$ cat src/tcic_pkg.sv
// Constants shared by the three-channel input capture block.
// Assumes a single 10 MHz clock, one cycle per instruction cycle.
package tcic_pkg;
	// ************************************************************
	// Register map (byte addresses, one word each)
	// ************************************************************
	localparam logic [7:0] OFF_CTRL1 = 8'h00;
	localparam logic [7:0] OFF_CTRL2 = 8'h04;
	localparam logic [7:0] OFF_CTRL3 = 8'h08;
	localparam logic [7:0] OFF_BUF1 = 8'h0C;
	localparam logic [7:0] OFF_BUF2 = 8'h10;
	localparam logic [7:0] OFF_BUF3 = 8'h14;
	localparam logic [7:0] OFF_TIMER = 8'h18;
	localparam logic [7:0] OFF_FLAGS = 8'h1C;
	// ************************************************************
	// Control register fields
	// ************************************************************
	localparam int CTRL_REN_BIT = 6;
	localparam int CTRL_MODE_LSB = 0;
	localparam int CTRL_MODE_W = 4;
	localparam logic [7:0] CTRL_RESET = 8'h00;
	localparam logic [15:0] TIMER_RESET = 16'h0000;
	localparam logic [15:0] TIMER_STEP = 16'h0001;
	localparam int NUM_CH = 3;
	// ************************************************************
	// Mode codes
	// ************************************************************
	localparam logic [3:0] MODE_OFF = 4'h0;
	localparam logic [3:0] MODE_FALL = 4'h1;
	localparam logic [3:0] MODE_RISE = 4'h2;
	localparam logic [3:0] MODE_RISE4 = 4'h3;
	localparam logic [3:0] MODE_RISE16 = 4'h4;
	localparam logic [3:0] MODE_PERIOD = 4'h5;
	localparam logic [3:0] MODE_PW_FR = 4'h6;
	localparam logic [3:0] MODE_PW_RF = 4'h7;
	localparam logic [3:0] MODE_CHANGE = 4'h8;
	localparam logic [3:0] MODE_TRIG_F = 4'hE;
	localparam logic [3:0] MODE_TRIG_R = 4'hF;
	// Prescaler terminal counts for every 4th and 16th rising edge
	localparam logic [3:0] PRE_LAST4 = 4'h3;
	localparam logic [3:0] PRE_LAST16 = 4'hF;
	localparam logic [3:0] PRE_STEP = 4'h1;
	localparam logic [3:0] PRE_CLEAR = 4'h0;
endpackage : tcic_pkg

$ cat src/tcic_chan_if.sv
// Interface between the capture top and one channel decoder.
// Assumes both ends run on the same clock.
`timescale 1ns/1ns
`default_nettype none
interface tcic_chan_if;
	logic [3:0] mode;
	logic ren;
	logic mode_wr;
	logic enable;
	logic rise;
	logic fall;
	logic cap;
	logic rst;
	logic trig;
	modport top (output mode, ren, mode_wr, enable, rise, fall,
		input cap, rst, trig);
	modport chan (input mode, ren, mode_wr, enable, rise, fall,
		output cap, rst, trig);
endinterface : tcic_chan_if
`default_nettype wire

$ cat src/tcic_channel.sv
// One capture channel: mode decode, prescaler and pulse sequencing.
// Assumes synchronised, one-cycle edge pulses from the top.
`timescale 1ns/1ns
`default_nettype none
module tcic_channel
	import tcic_pkg::*;
#(
	parameter bit HAS_TRIG = 1'b0
) (
	input wire logic sys_clk,
	input wire logic rst_n,
	tcic_chan_if.chan ch
);
	typedef enum logic [1:0] {
		ST_FIRST = 2'b00,
		ST_WAIT = 2'b01,
		ST_MEAS = 2'b11
	} tcic_pw_t;
	tcic_pw_t st_r, st_nxt;
	logic [3:0] pre_r, pre_nxt;
	logic hit, start, stop, first;
	assign first = (st_r == ST_FIRST);
	// ************************************************************
	// Edge qualification
	// ************************************************************
	always_comb begin
		hit = 1'b0;
		start = 1'b0;
		stop = 1'b0;
		ch.trig = 1'b0;
		case (ch.mode)
			MODE_FALL: hit = ch.fall;
			MODE_RISE: hit = ch.rise;
			MODE_RISE4: hit = ch.rise & (first | pre_r == PRE_LAST4);
			MODE_RISE16: hit = ch.rise & (first | pre_r == PRE_LAST16);
			MODE_PERIOD: hit = ch.rise;
			MODE_PW_RF: begin
				start = ch.rise;
				stop = ch.fall;
			end
			MODE_PW_FR: begin
				start = ch.fall;
				stop = ch.rise;
			end
			MODE_CHANGE: hit = ch.rise | ch.fall;
			MODE_TRIG_R: ch.trig = HAS_TRIG & ch.rise & ch.enable;
			MODE_TRIG_F: ch.trig = HAS_TRIG & ch.fall & ch.enable;
			default: hit = 1'b0;
		endcase
	end
	always_comb begin
		ch.cap = 1'b0;
		ch.rst = 1'b0;
		st_nxt = st_r;
		if (ch.mode_wr) begin
			st_nxt = ST_FIRST;
		end else if (ch.enable && (start || stop)) begin
			// First edge in pulse mode is always captured and restarts
			if (first) begin
				ch.cap = 1'b1;
				ch.rst = 1'b1;
				st_nxt = start ? ST_MEAS : ST_WAIT;
			end else if (start) begin
				ch.rst = 1'b1;
				st_nxt = ST_MEAS;
			end else if (st_r == ST_MEAS) begin
				ch.cap = 1'b1;
				st_nxt = ST_WAIT;
			end
		end else if (ch.enable && hit) begin
			ch.cap = 1'b1;
			ch.rst = ch.ren;
			st_nxt = ST_WAIT;
		end
	end
	// ************************************************************
	// Prescaler
	// ************************************************************
	always_comb begin
		pre_nxt = pre_r;
		if (ch.mode == MODE_OFF) begin
			pre_nxt = PRE_CLEAR;
		end else if (ch.enable && ch.rise &&
			(ch.mode == MODE_RISE4 || ch.mode == MODE_RISE16)) begin
			pre_nxt = hit ? PRE_CLEAR : 4'(pre_r + PRE_STEP);
		end
	end
	// A direct change between active modes leaves the count alone
	always_ff @(posedge sys_clk) begin
		if (!rst_n) begin
			pre_r <= PRE_CLEAR;
		end else begin
			pre_r <= pre_nxt;
		end
	end
	always_ff @(posedge sys_clk) begin
		if (!rst_n) begin
			st_r <= ST_FIRST;
		end else begin
			st_r <= st_nxt;
		end
	end
endmodule : tcic_channel
`default_nettype wire

$ cat src/tcic_capture.sv
// Three-channel input capture on a shared 16-bit time base.
// Assumes synchronous pin inputs and a one-cycle strobe register port.
`timescale 1ns/1ns
`default_nettype none
// Operation
// - Quadrature decoder active blocks all capture action
// - Three channels, each with 16-bit buffer
// - Channel one trigger on rise or fall
// - Codes 1001-1101 unused; triggers unused elsewhere
// - Control: reset enable bit 6, mode 3:0
// - Mode 1000 captures every pin change
// - Modes 0111, 0110 select pulse-width measurement
// - Period mode captures rising, optional timer clear
// - Falling, rising, 4th and 16th rising
// - Mode 0000 turns the channel off
// - Writing off clears the prescaler
// - Active to active change keeps prescaler
// - Synchronise pin, then load buffer next
// - Timer cleared after capture when enabled
// - First edge after mode write always captures
// - Software timer write beats capture reset
// - Buffer takes the already incremented timer
// - Channel one trigger starts analog conversion
// - Flag set in modes 0001 to 1000
// - No channel one flag in trigger modes
// - Pulse modes reset timer ignoring enable bit
// - Reset on starting edge, capture opposite edge
module tcic_capture
	import tcic_pkg::*;
(
	input wire logic sys_clk,
	input wire logic rst_n,
	input wire logic [7:0] reg_addr,
	input wire logic [31:0] reg_wdata,
	input wire logic reg_wr,
	input wire logic reg_rd,
	output logic [31:0] reg_rdata,
	input wire logic capture_pin_one,
	input wire logic capture_pin_two,
	input wire logic capture_pin_three,
	input wire logic quadrature_decoder_active,
	output logic adc_start_trigger,
	output logic [2:0] capture_flags,
	output logic [15:0] time_base_count
);
	// ************************************************************
	// Address decode helpers
	// ************************************************************
	// Returns one-hot select of a control register at an address
	function automatic logic [2:0] ctrl_sel(input logic [7:0] a);
		logic [2:0] s;
		s = 3'h0;
		case (a)
			OFF_CTRL1: s = 3'h1;
			OFF_CTRL2: s = 3'h2;
			OFF_CTRL3: s = 3'h4;
			default: s = 3'h0;
		endcase
		return s;
	endfunction : ctrl_sel

	// Returns one-hot select of a capture buffer at an address
	function automatic logic [2:0] buf_sel(input logic [7:0] a);
		logic [2:0] s;
		s = 3'h0;
		case (a)
			OFF_BUF1: s = 3'h1;
			OFF_BUF2: s = 3'h2;
			OFF_BUF3: s = 3'h4;
			default: s = 3'h0;
		endcase
		return s;
	endfunction : buf_sel

	// ************************************************************
	// State
	// ************************************************************
	logic [7:0] ctrl_r [NUM_CH];
	logic [15:0] capture_buffer_r [NUM_CH];
	logic [15:0] count_r, count_nxt;
	logic [2:0] flag_r, flag_nxt;
	logic [2:0] sync1_r, sync2_r, prev_r;
	logic [2:0] pin_v, rise_v, fall_v;
	logic [2:0] cap_v, rst_v, wr_ctrl_v, flag_mode_v;
	logic [2:0] rd_ctrl_v, rd_buf_v;
	logic [2:0] trig_v;
	logic [31:0] rdata_r, rdata_nxt;
	logic trig_r;
	logic timer_wr;
	logic [15:0] count_inc;
	logic capture_enable;

	assign pin_v = {capture_pin_three, capture_pin_two, capture_pin_one};
	assign timer_wr = reg_wr && (reg_addr == OFF_TIMER);
	assign wr_ctrl_v = reg_wr ? ctrl_sel(reg_addr) : 3'h0;
	assign rd_ctrl_v = ctrl_sel(reg_addr);
	assign rd_buf_v = buf_sel(reg_addr);
	// Pins are shared with the quadrature decoder, which wins
	assign capture_enable = !quadrature_decoder_active;

	// ************************************************************
	// Pin synchronisers and edge detect
	// ************************************************************
	// Only the second stage is looked at, never the first
	always_ff @(posedge sys_clk) begin
		if (!rst_n) begin
			sync1_r <= 3'h0;
			sync2_r <= 3'h0;
			prev_r <= 3'h0;
		end else begin
			sync1_r <= pin_v;
			sync2_r <= sync1_r;
			prev_r <= sync2_r;
		end
	end
	assign rise_v = sync2_r & ~prev_r;
	assign fall_v = ~sync2_r & prev_r;

	// ************************************************************
	// Channel decoders
	// ************************************************************
	for (genvar i = 0; i < NUM_CH; i++) begin : g_ch
		tcic_chan_if ch_if ();
		assign ch_if.mode = ctrl_r[i][CTRL_MODE_LSB +: CTRL_MODE_W];
		assign ch_if.ren = ctrl_r[i][CTRL_REN_BIT];
		assign ch_if.mode_wr = wr_ctrl_v[i];
		assign ch_if.enable = capture_enable;
		assign ch_if.rise = rise_v[i];
		assign ch_if.fall = fall_v[i];
		assign cap_v[i] = ch_if.cap;
		assign rst_v[i] = ch_if.rst;
		assign trig_v[i] = ch_if.trig;
		// Only capture modes raise the flag, never trigger modes
		assign flag_mode_v[i] = (ch_if.mode >= MODE_FALL) &&
			(ch_if.mode <= MODE_CHANGE);
		tcic_channel #(
			.HAS_TRIG(i == 0)
		) u_chan (
			.sys_clk(sys_clk),
			.rst_n(rst_n),
			.ch(ch_if.chan)
		);
	end

	// ************************************************************
	// Control registers
	// ************************************************************
	// Writes land directly; no mode change protection in hardware
	always_ff @(posedge sys_clk) begin
		if (!rst_n) begin
			for (int i = 0; i < NUM_CH; i++) begin
				ctrl_r[i] <= CTRL_RESET;
			end
		end else begin
			for (int i = 0; i < NUM_CH; i++) begin
				if (wr_ctrl_v[i]) begin
					ctrl_r[i] <= {1'b0, reg_wdata[CTRL_REN_BIT], 2'b00,
						reg_wdata[CTRL_MODE_LSB +: CTRL_MODE_W]};
				end
			end
		end
	end

	// ************************************************************
	// Time base timer
	// ************************************************************
	assign count_inc = 16'(count_r + TIMER_STEP);

	// Several channel resets in one cycle act as one clear
	always_comb begin
		if (timer_wr) begin
			count_nxt = reg_wdata[15:0];
		end else if (|rst_v) begin
			count_nxt = TIMER_RESET;
		end else begin
			count_nxt = count_inc;
		end
	end

	always_ff @(posedge sys_clk) begin
		if (!rst_n) begin
			count_r <= TIMER_RESET;
		end else begin
			count_r <= count_nxt;
		end
	end
	assign time_base_count = count_r;

	// ************************************************************
	// Capture buffers
	// ************************************************************
	// The buffer sees the timer plus one, even when the timer clears or is written
	always_ff @(posedge sys_clk) begin
		if (!rst_n) begin
			for (int i = 0; i < NUM_CH; i++) begin
				capture_buffer_r[i] <= TIMER_RESET;
			end
		end else begin
			for (int i = 0; i < NUM_CH; i++) begin
				if (cap_v[i]) begin
					capture_buffer_r[i] <= count_inc;
				end
			end
		end
	end

	// ************************************************************
	// Capture flags
	// ************************************************************
	// Write one to clear; a capture in the same cycle wins
	always_comb begin
		flag_nxt = flag_r;
		if (reg_wr && reg_addr == OFF_FLAGS) begin
			flag_nxt = flag_r & ~reg_wdata[2:0];
		end
		flag_nxt = flag_nxt | (cap_v & flag_mode_v);
	end

	always_ff @(posedge sys_clk) begin
		if (!rst_n) begin
			flag_r <= 3'h0;
		end else begin
			flag_r <= flag_nxt;
		end
	end
	assign capture_flags = flag_r;

	// ************************************************************
	// Special event trigger
	// ************************************************************
	// One-cycle pulse toward the converter, channel one only
	always_ff @(posedge sys_clk) begin
		if (!rst_n) begin
			trig_r <= 1'b0;
		end else begin
			trig_r <= trig_v[0];
		end
	end
	assign adc_start_trigger = trig_r;

	// ************************************************************
	// Register read port
	// ************************************************************
	always_comb begin
		rdata_nxt = 32'h0000_0000;
		if (reg_rd) begin
			for (int i = 0; i < NUM_CH; i++) begin
				if (rd_ctrl_v[i]) begin
					rdata_nxt = {24'h00_0000, ctrl_r[i]};
				end
				if (rd_buf_v[i]) begin
					rdata_nxt = {16'h0000, capture_buffer_r[i]};
				end
			end
			if (reg_addr == OFF_TIMER) begin
				rdata_nxt = {16'h0000, count_r};
			end
			if (reg_addr == OFF_FLAGS) begin
				rdata_nxt = {29'h0000_0000, flag_r};
			end
		end
	end

	// Data stands for exactly one cycle after the read strobe
	always_ff @(posedge sys_clk) begin
		if (!rst_n) begin
			rdata_r <= 32'h0000_0000;
		end else begin
			rdata_r <= rdata_nxt;
		end
	end
	assign reg_rdata = rdata_r;
endmodule : tcic_capture
`default_nettype wire

$ cat config.mk
export PLATFORM = sky130hd
export DESIGN_NAME = tcic_capture
export DESIGN_NICKNAME = d
export VERILOG_FILES = /design/src/tcic_pkg.sv /design/src/tcic_chan_if.sv /design/src/tcic_channel.sv /design/src/tcic_capture.sv
export SDC_FILE = /design/constraint.sdc
export NUM_CORES = 1
export LEC_CHECK = 0
export BUFFER_PORTS_ARGS = -buffer_cell sky130_fd_sc_hd__clkbuf_2
export CAP_MARGIN = 0
export CORE_MARGIN = 8
export CORE_UTILIZATION = 35
export DETAILED_ROUTE_END_ITERATION = 16
export GPL_TIMING_DRIVEN = 0
export SYNTH_ARGS = -nofsm -noshare
export SYNTH_HDL_FRONTEND = slang
export SYNTH_SLANG_ARGS = --single-unit
$ cat constraint.sdc
create_clock -name sys_clk -period 2.6 [get_ports sys_clk]
set_input_delay 0 -clock sys_clk [delete_from_list [all_inputs] [get_ports sys_clk]]
set_output_delay 0 -clock sys_clk [all_outputs]
set_load 0.03 [all_outputs]
==> results.yml, run 1 <==
run_status:
  status: "finished, final reports clean"
worst_setup_path:
  slowest_delay_ps: 450
  required_ps: 2780
  cp_data_arrival_time_ps: 2740
  critPathKind: "flip-flop to flip-flop"
  slowest_stage: "or3b_4"
  cp-start-kind: "flip-flop"
  path_cells: "buf_6, nor4b_4, mux2i_1, a21oi_2, or3b_4, a221oi_4, buf_12, buf_8, nor2_2"
  crit_path_end_kind: "flip-flop"
  path_max_fanout: 8
power_and_ir_drop:
  switchingPower_w: 0.00133
  power.internal_w: 0.00369
  powerDensity_nw_per_um2: 633
  ir_drop_mv: 0.454
  pwr-share-comb_pct: 8.7
  clkPwrFrac_pct: 47.7
  switching_share_pct: 26.5
  power_w: 0.00503
  p_leak_nw: 3.01
  seq_power_share_pct: 43.6
timing:
  period_needed_ps: 2560
  slew_violations: 0
  report.final.hold_viol_count: 0
  fin_crit_sh_pct: 98.6
  rsz0062_at_grt: "yes"
  fmax_mhz: 390
  fin_skew_ps: 10.5
  worstMarginPinSlew_ps: 1010
  final.setup.tns_ps: 0
  max_slew_margin_pct: 31.7
  setup_viol: 0
worst_hold_path:
  hold_path_class: "primary input to flip-flop"
job:
  cap_violations: 0
layout:
  nets: 809
  area_growth_syn_to_layout_pct: 28.8
  n_antenna_cell: 0
  layout-drive-gt1-share_pct: 25.9
  fillers: 1608
  final_util_pct: 46.1
  regArea_um2: 3150
  multiInputGateArea_um2: 2890
global_route:
  grt_max_degree: 17
  grt_overflow_total: 0
  antenna_found_initial: 0
  grt_pass1_wl_um: 27400
  first_global_vias: 5181
  grt_usage_pct: 15.9
yosys:
  synth_edf_count: 63
  ys_seq_area_share_pct: 51.1
  synth_compound_area_share_pct: 16.2
  ys_warn_count: 0
  synth_top_family_by_area: "simple AND/OR/NAND/NOR gates"
  syn_area_um2: 6160
  synth_area_per_cell_um2: 9.99
  synth_top_area_share_pct: 30.7
  synth_fa_ha_area_share_pct: 2.03
  synth.area.top_cells: "edfxtp_1, dfxtp_1, nand2_1"
  postSynthCellCount: 617
  synth-async-reset-ratio_pct: 0
  synth_seq_cells: 126
  synthTopCellsByCount: "dfxtp_1, edfxtp_1, nand2_1, nor2_1, a21oi_1"
  synth-simple-area-share_pct: 21.3
  synthFlopType: "edfxtp_1"
  synth_cell_types: 67
  synthMuxAreaShare_pct: 2.19
  synth_xor_area_share_pct: 1.85
  yosysTopAreaCell: "edfxtp_1"
die:
  core_um2: 17200
  ioPinCount: 100
  die_x_um: 149
  die_area_um2: 22100
  dieHeight_um: 149
  num_rows: 48
  start_util_pct: 35.8
drt:
  drc: 0
  viasPerCell: 5.40
  firstDrtPassIters: 5
  wirelength_um: 18000
  antenna_left: 0
  first_iter_violations: 398
  via_count: 5338
  wire_per_inst_um: 18.2
place:
  dp_hpwl_um: 12800
  io_buffer_count: 65
  place.gp.congestion: 0.843
clocking:
  clk_pin_slew_ps: 70
  h-tree-depth: 4
  cts_buffers: 17
  clockBufferDepth: 2
  cts.sinks: 126
  insertion_delay_ps: 430
  cts_tree: "built"
  root_buffer: "clkbuf_16"
cell usage in the layout (no fill, tap or decap), types with 6 or more instances in the layout:
cell type,n
inv_1,14
nand2b_1,15
o21ai_0,23
mux2i_1,9
nand2_1,60
ha_1,10
o21ai_2,10
edfxtp_1,63
nand3b_1,6
nor3b_1,7
and2_1,18
nor2_2,9
nor2b_1,6
inv_6,6
dfxtp_1,63
a21oi_1,38
conb_1,16
clkbuf_16,17
clkbuf_2,67
xor2_1,7
and3_1,7
nand3_1,22
clkbuf_1,14
nor2_1,32
a22oi_1,27
dlygate4sd3_1,21
buf_4,31
nor3_1,15
buf_2,6
xnor2_1,6
power groups by stage:
| stage | registers (W) | clock network [W] | logic (W) |
|---|---|---|---|
| detailed placement | 0.00223 | 0 | 0.000358 |
| global route | 0.00220 | 0.00251 | 0.000468 |
| finish | 0.00219 | 0.00240 | 0.000436 |
| floorplan | 0.00223 | 0 | 0.000233 |
| global placement | 0.00223 | 0 | 0.000350 |
| CTS | 0.00219 | 0.00243 | 0.000398 |
cell families after synthesis:
logic type	Yosys count
xor+xnor	13
flops	126
simple gates	246
buf+inv	63
mux	13
other cells	1
compound gates	145
fa+ha+maj	10
worst paths after layout:
path | endpoint | slack [ps] | startpoint | cells past startpoint
max | capture_buffer_r[0][22] | 40 | ctrl_r[0][10] | 9
min | capture_flags[2] | 30 | quadrature_decoder_active | 4
max reg2reg | capture_buffer_r[0][22] | 40 | ctrl_r[0][10] | 9
min reg2reg | sync2_r[0] | 430 | sync1_r[0] | 1
metal layers:
layer / global-route usage (%) / vias up / share of wire (%)
li1: - / 2507 / -
met1: 19.4 / 2569 / 42
met2: 26.5 / 230 / 48
met3: 4.35 / 32 / 7.8
met4: 5.86 / 0 / 2.0
met5: 0 / - / 0
what timing repair did:
item	in CTS	in global routing
setup endpoints to repair	106	109
resized for setup	15	30
pin swaps	3	6
gates cloned	1	1
hold buffers	21	0
endpoints found under the hold margin	29	0
buffers inserted	4	12
registers in the layout (all words and copies together) (netlist names):
register           flops
ctrl_r                15
time_base_count       16
capture_flags          3
adc_start_trigger      1
g_ch.u_chan.pre_r     12
sync2_r                3
reg_rdata             16
g_ch.u_chan.st_r       6
prev_r                 3
sync1_r                3
capture_buffer_r      48
metrics by stage:
step           hold WS [ps]  setup slack [ps]  std cells  area [µm²]
3_3_place_gp            200              -416        922        6840
6_report               26.8              37.4        989        7940
3_5_place_dp            202              -500        922        6840
4_1_cts                19.1              10.0        976        7740
2_1_floorplan           109              48.9        632        6230
5_1_grt                66.6             -42.9        989        7940
area by class of cell:
| cell class | instances | share of cell area, % |
|---|---|---|
| timing repair buffer | 103 | 8.71 |
| clock inverter | 15 | 2.14 |
| tap | 225 | 3.54 |
| clock buffer | 17 | 5.36 |
| buffer | 45 | 3.43 |
| sequential | 126 | 39.7 |
| multi-input combinational | 444 | 36.4 |
| inverter | 14 | 0.662 |
critical path: cells and delay by family, from the launching register on:
kind,cells,cell delay [ps]
and+or+nand+nor,3,790
buffers and inverters,3,450
AOI/OAI and AO/OA,2,440
DFF,1,380
muxes,1,250
Note: power is estimated with default switching activity, not from simulation.
==> inputs of run 2 (changes only) <==
--- a/config.mk
+++ b/config.mk
@@ -7,10 +7,13 @@
 export LEC_CHECK = 0
 export BUFFER_PORTS_ARGS = -buffer_cell sky130_fd_sc_hd__clkbuf_2
 export CAP_MARGIN = 0
+export CELL_PAD_IN_SITES_DETAIL_PLACEMENT = 1
+export CELL_PAD_IN_SITES_GLOBAL_PLACEMENT = 1
 export CORE_MARGIN = 8
 export CORE_UTILIZATION = 35
 export DETAILED_ROUTE_END_ITERATION = 16
 export GPL_TIMING_DRIVEN = 0
+export PLACE_DENSITY = 0.73
 export SYNTH_ARGS = -nofsm -noshare
 export SYNTH_HDL_FRONTEND = slang
 export SYNTH_SLANG_ARGS = --single-unit
==> run 2 against run 1 <==
  * Via count up 2.1%
  * Clock skew decreased by 4.2 ps
  * Final cell count grew 0.51%
  * Critical path type unchanged
  * Critical path depth fell by 2
  * Highest routed layer unchanged
  * Largest power group unchanged
  * Setup slack improved by 9.2 ps
  * Total power fell by 0.91%
  * Count of clock-buffer cells in the layout is the same
==> results.yml, run 2 (synthesis gave the netlist of run 1 again) <==
run_status:
  status: "finished, final reports clean"
die:
  die_area_um2: 22100
  die_x_um: 149
  num_rows: 48
  ioPinCount: 100
  start_util_pct: 35.8
  dieHeight_um: 149
  core_um2: 17200
global_route:
  antenna_found_initial: 1
  top_usage_layer: "met2"
  grt_overflow_total: 0
  use_met3_pct: 3.28
  grt_usage_pct: 19.1
  grt.met2_usage_pct: 32.8
  grtUsageMet1_pct: 23.3
  grt_max_degree: 17
  first_global_vias: 5785
  grt_pass1_wl_um: 32400
worst_setup_path:
  critPathKind: "flip-flop to flip-flop"
  cp-startpoint: "ctrl_r[0][3]"
  r2r_start: "ctrl_r[0][3]"
  cp_data_arrival_time_ps: 2870
  required_ps: 2910
  cp-start-kind: "flip-flop"
  path_max_fanout: 10
  crit_path_end_kind: "flip-flop"
layout:
  regArea_um2: 3150
  multiInputGateArea_um2: 2970
  nets: 813
  area_growth_syn_to_layout_pct: 30.1
  largest_reg_flops: 48
  layout-drive-gt1-share_pct: 27.6
  final_area_um2: 8020
  final_cell_mix: "clkbuf_2, dfxtp_1, edfxtp_1, nand2_1, a21oi_1"
  final_common_cell: "clkbuf_2"
  top_register: "capture_buffer_r"
  fillers: 1922
drt:
  antenna_left: 0
  wire_per_inst_um: 21.3
  wirelength_um: 21100
  drc: 0
  viasPerCell: 5.48
  firstDrtPassIters: 5
  first_iter_violations: 396
  via_count: 5449
clocking:
  clk_pin_slew_ps: 60
  cts.sinks: 126
  clockBufferDepth: 2
  insertion_delay_ps: 430
  root_buffer: "clkbuf_16"
  cts_tree: "built"
  h-tree-depth: 4
  cts_buffers: 17
timing:
  period_needed_ps: 2550
  slew_violations: 0
  max_slew_margin_pct: 22.9
  report.final.hold_viol_count: 0
  fin_skew_ps: 6.27
  setup_viol: 0
  fin_crit_sh_pct: 98.2
  worstMarginPinSlew_ps: 1140
  fmax_mhz: 392
place:
  dp_hpwl_um: 14400
  placement.cell_area_um2: 6840
  io_buffer_count: 65
  place.gp.congestion: 0.827
job:
  cap_violations: 0
power_and_ir_drop:
  powerDensity_nw_per_um2: 621
  power_w: 0.00498
  ir_drop_mv: 0.481
  p_leak_nw: 3.04
worst_hold_path:
  min_from: "quadrature_decoder_active"
  hold_path_class: "primary input to flip-flop"
[run 2: cell types whose count changed in the layout (fill, tap and decap cells not counted), sizes merged]
cell / delta
clkbuf: -1
diode: +1
bufinv: +1
clkinv: +8
nand2: +1
inv: -9
buf: +4
[run 2: path summary, 6_finish.rpt]
path	slack, ps	cells past startpoint	end
min	70	4	capture_flags[2]
min reg2reg	430	1	sync2_r[1]
max	50	7	time_base_count[4]
max reg2reg	50	7	time_base_count[4]
[run 2: final cells by class]
class,count,share of cell area (%)
clock buffer,17,5.30
tap,225,3.51
timing repair buffer,106,9.00
antenna,1,0.0312
buffer,45,3.34
sequential,126,39.3
clock inverter,15,1.81
multi-input combinational,445,37.0
inverter,14,0.655
[run 2: critical path, stage by stage (launching register included)]
cell	delay, ps
edfxtp_1	490
nand2b_1	260
or4_1	520
a31oi_2	280
nor2_2	160
o2111ai_4	390
buf_6	260
o21ai_2	70
[run 2: repair_timing]
item | in CTS | in global routing
pin swaps | 6 | 5
hold endpoints to repair | 30 | 0
cloned | 2 | 1
gates resized for setup | 26 | 34
hold buffers | 21 | 0
endpoints found under the setup margin | 112 | 94
setup buffers | 12 | 7
[run 2: per-layer routing]
| metal | share of wire [%] | vias up |
|---|---|---|
| li1 | - | 2523 |
| met1 | 42 | 2732 |
| met2 | 50 | 163 |
| met3 | 5.3 | 31 |
| met4 | 2.0 | 0 |
| met5 | 0 | - |
[run 2: per-stage QoR]
stage | cells | TNS [ps] | setup WS, ps | utilization, % | hold WS (ps)
after floorplan | 632 | 0 | 48.9 | - | 109
after detailed placement | 922 | -38110 | -440 | 39.7 | 207
final | 994 | 0 | 46.6 | 46.5 | 70.6
after CTS | 985 | -516 | -30.1 | 45.5 | 63.8
after global placement | 922 | -31820 | -395 | 39.7 | 198
after global routing | 994 | -312 | -21.4 | 46.5 | 82.6
[run 2: power breakdown]
group	internal, W	switching [W]
logic	0.000180	0.000290
registers	0.00215	0.0000493
clock network	0.00140	0.000910
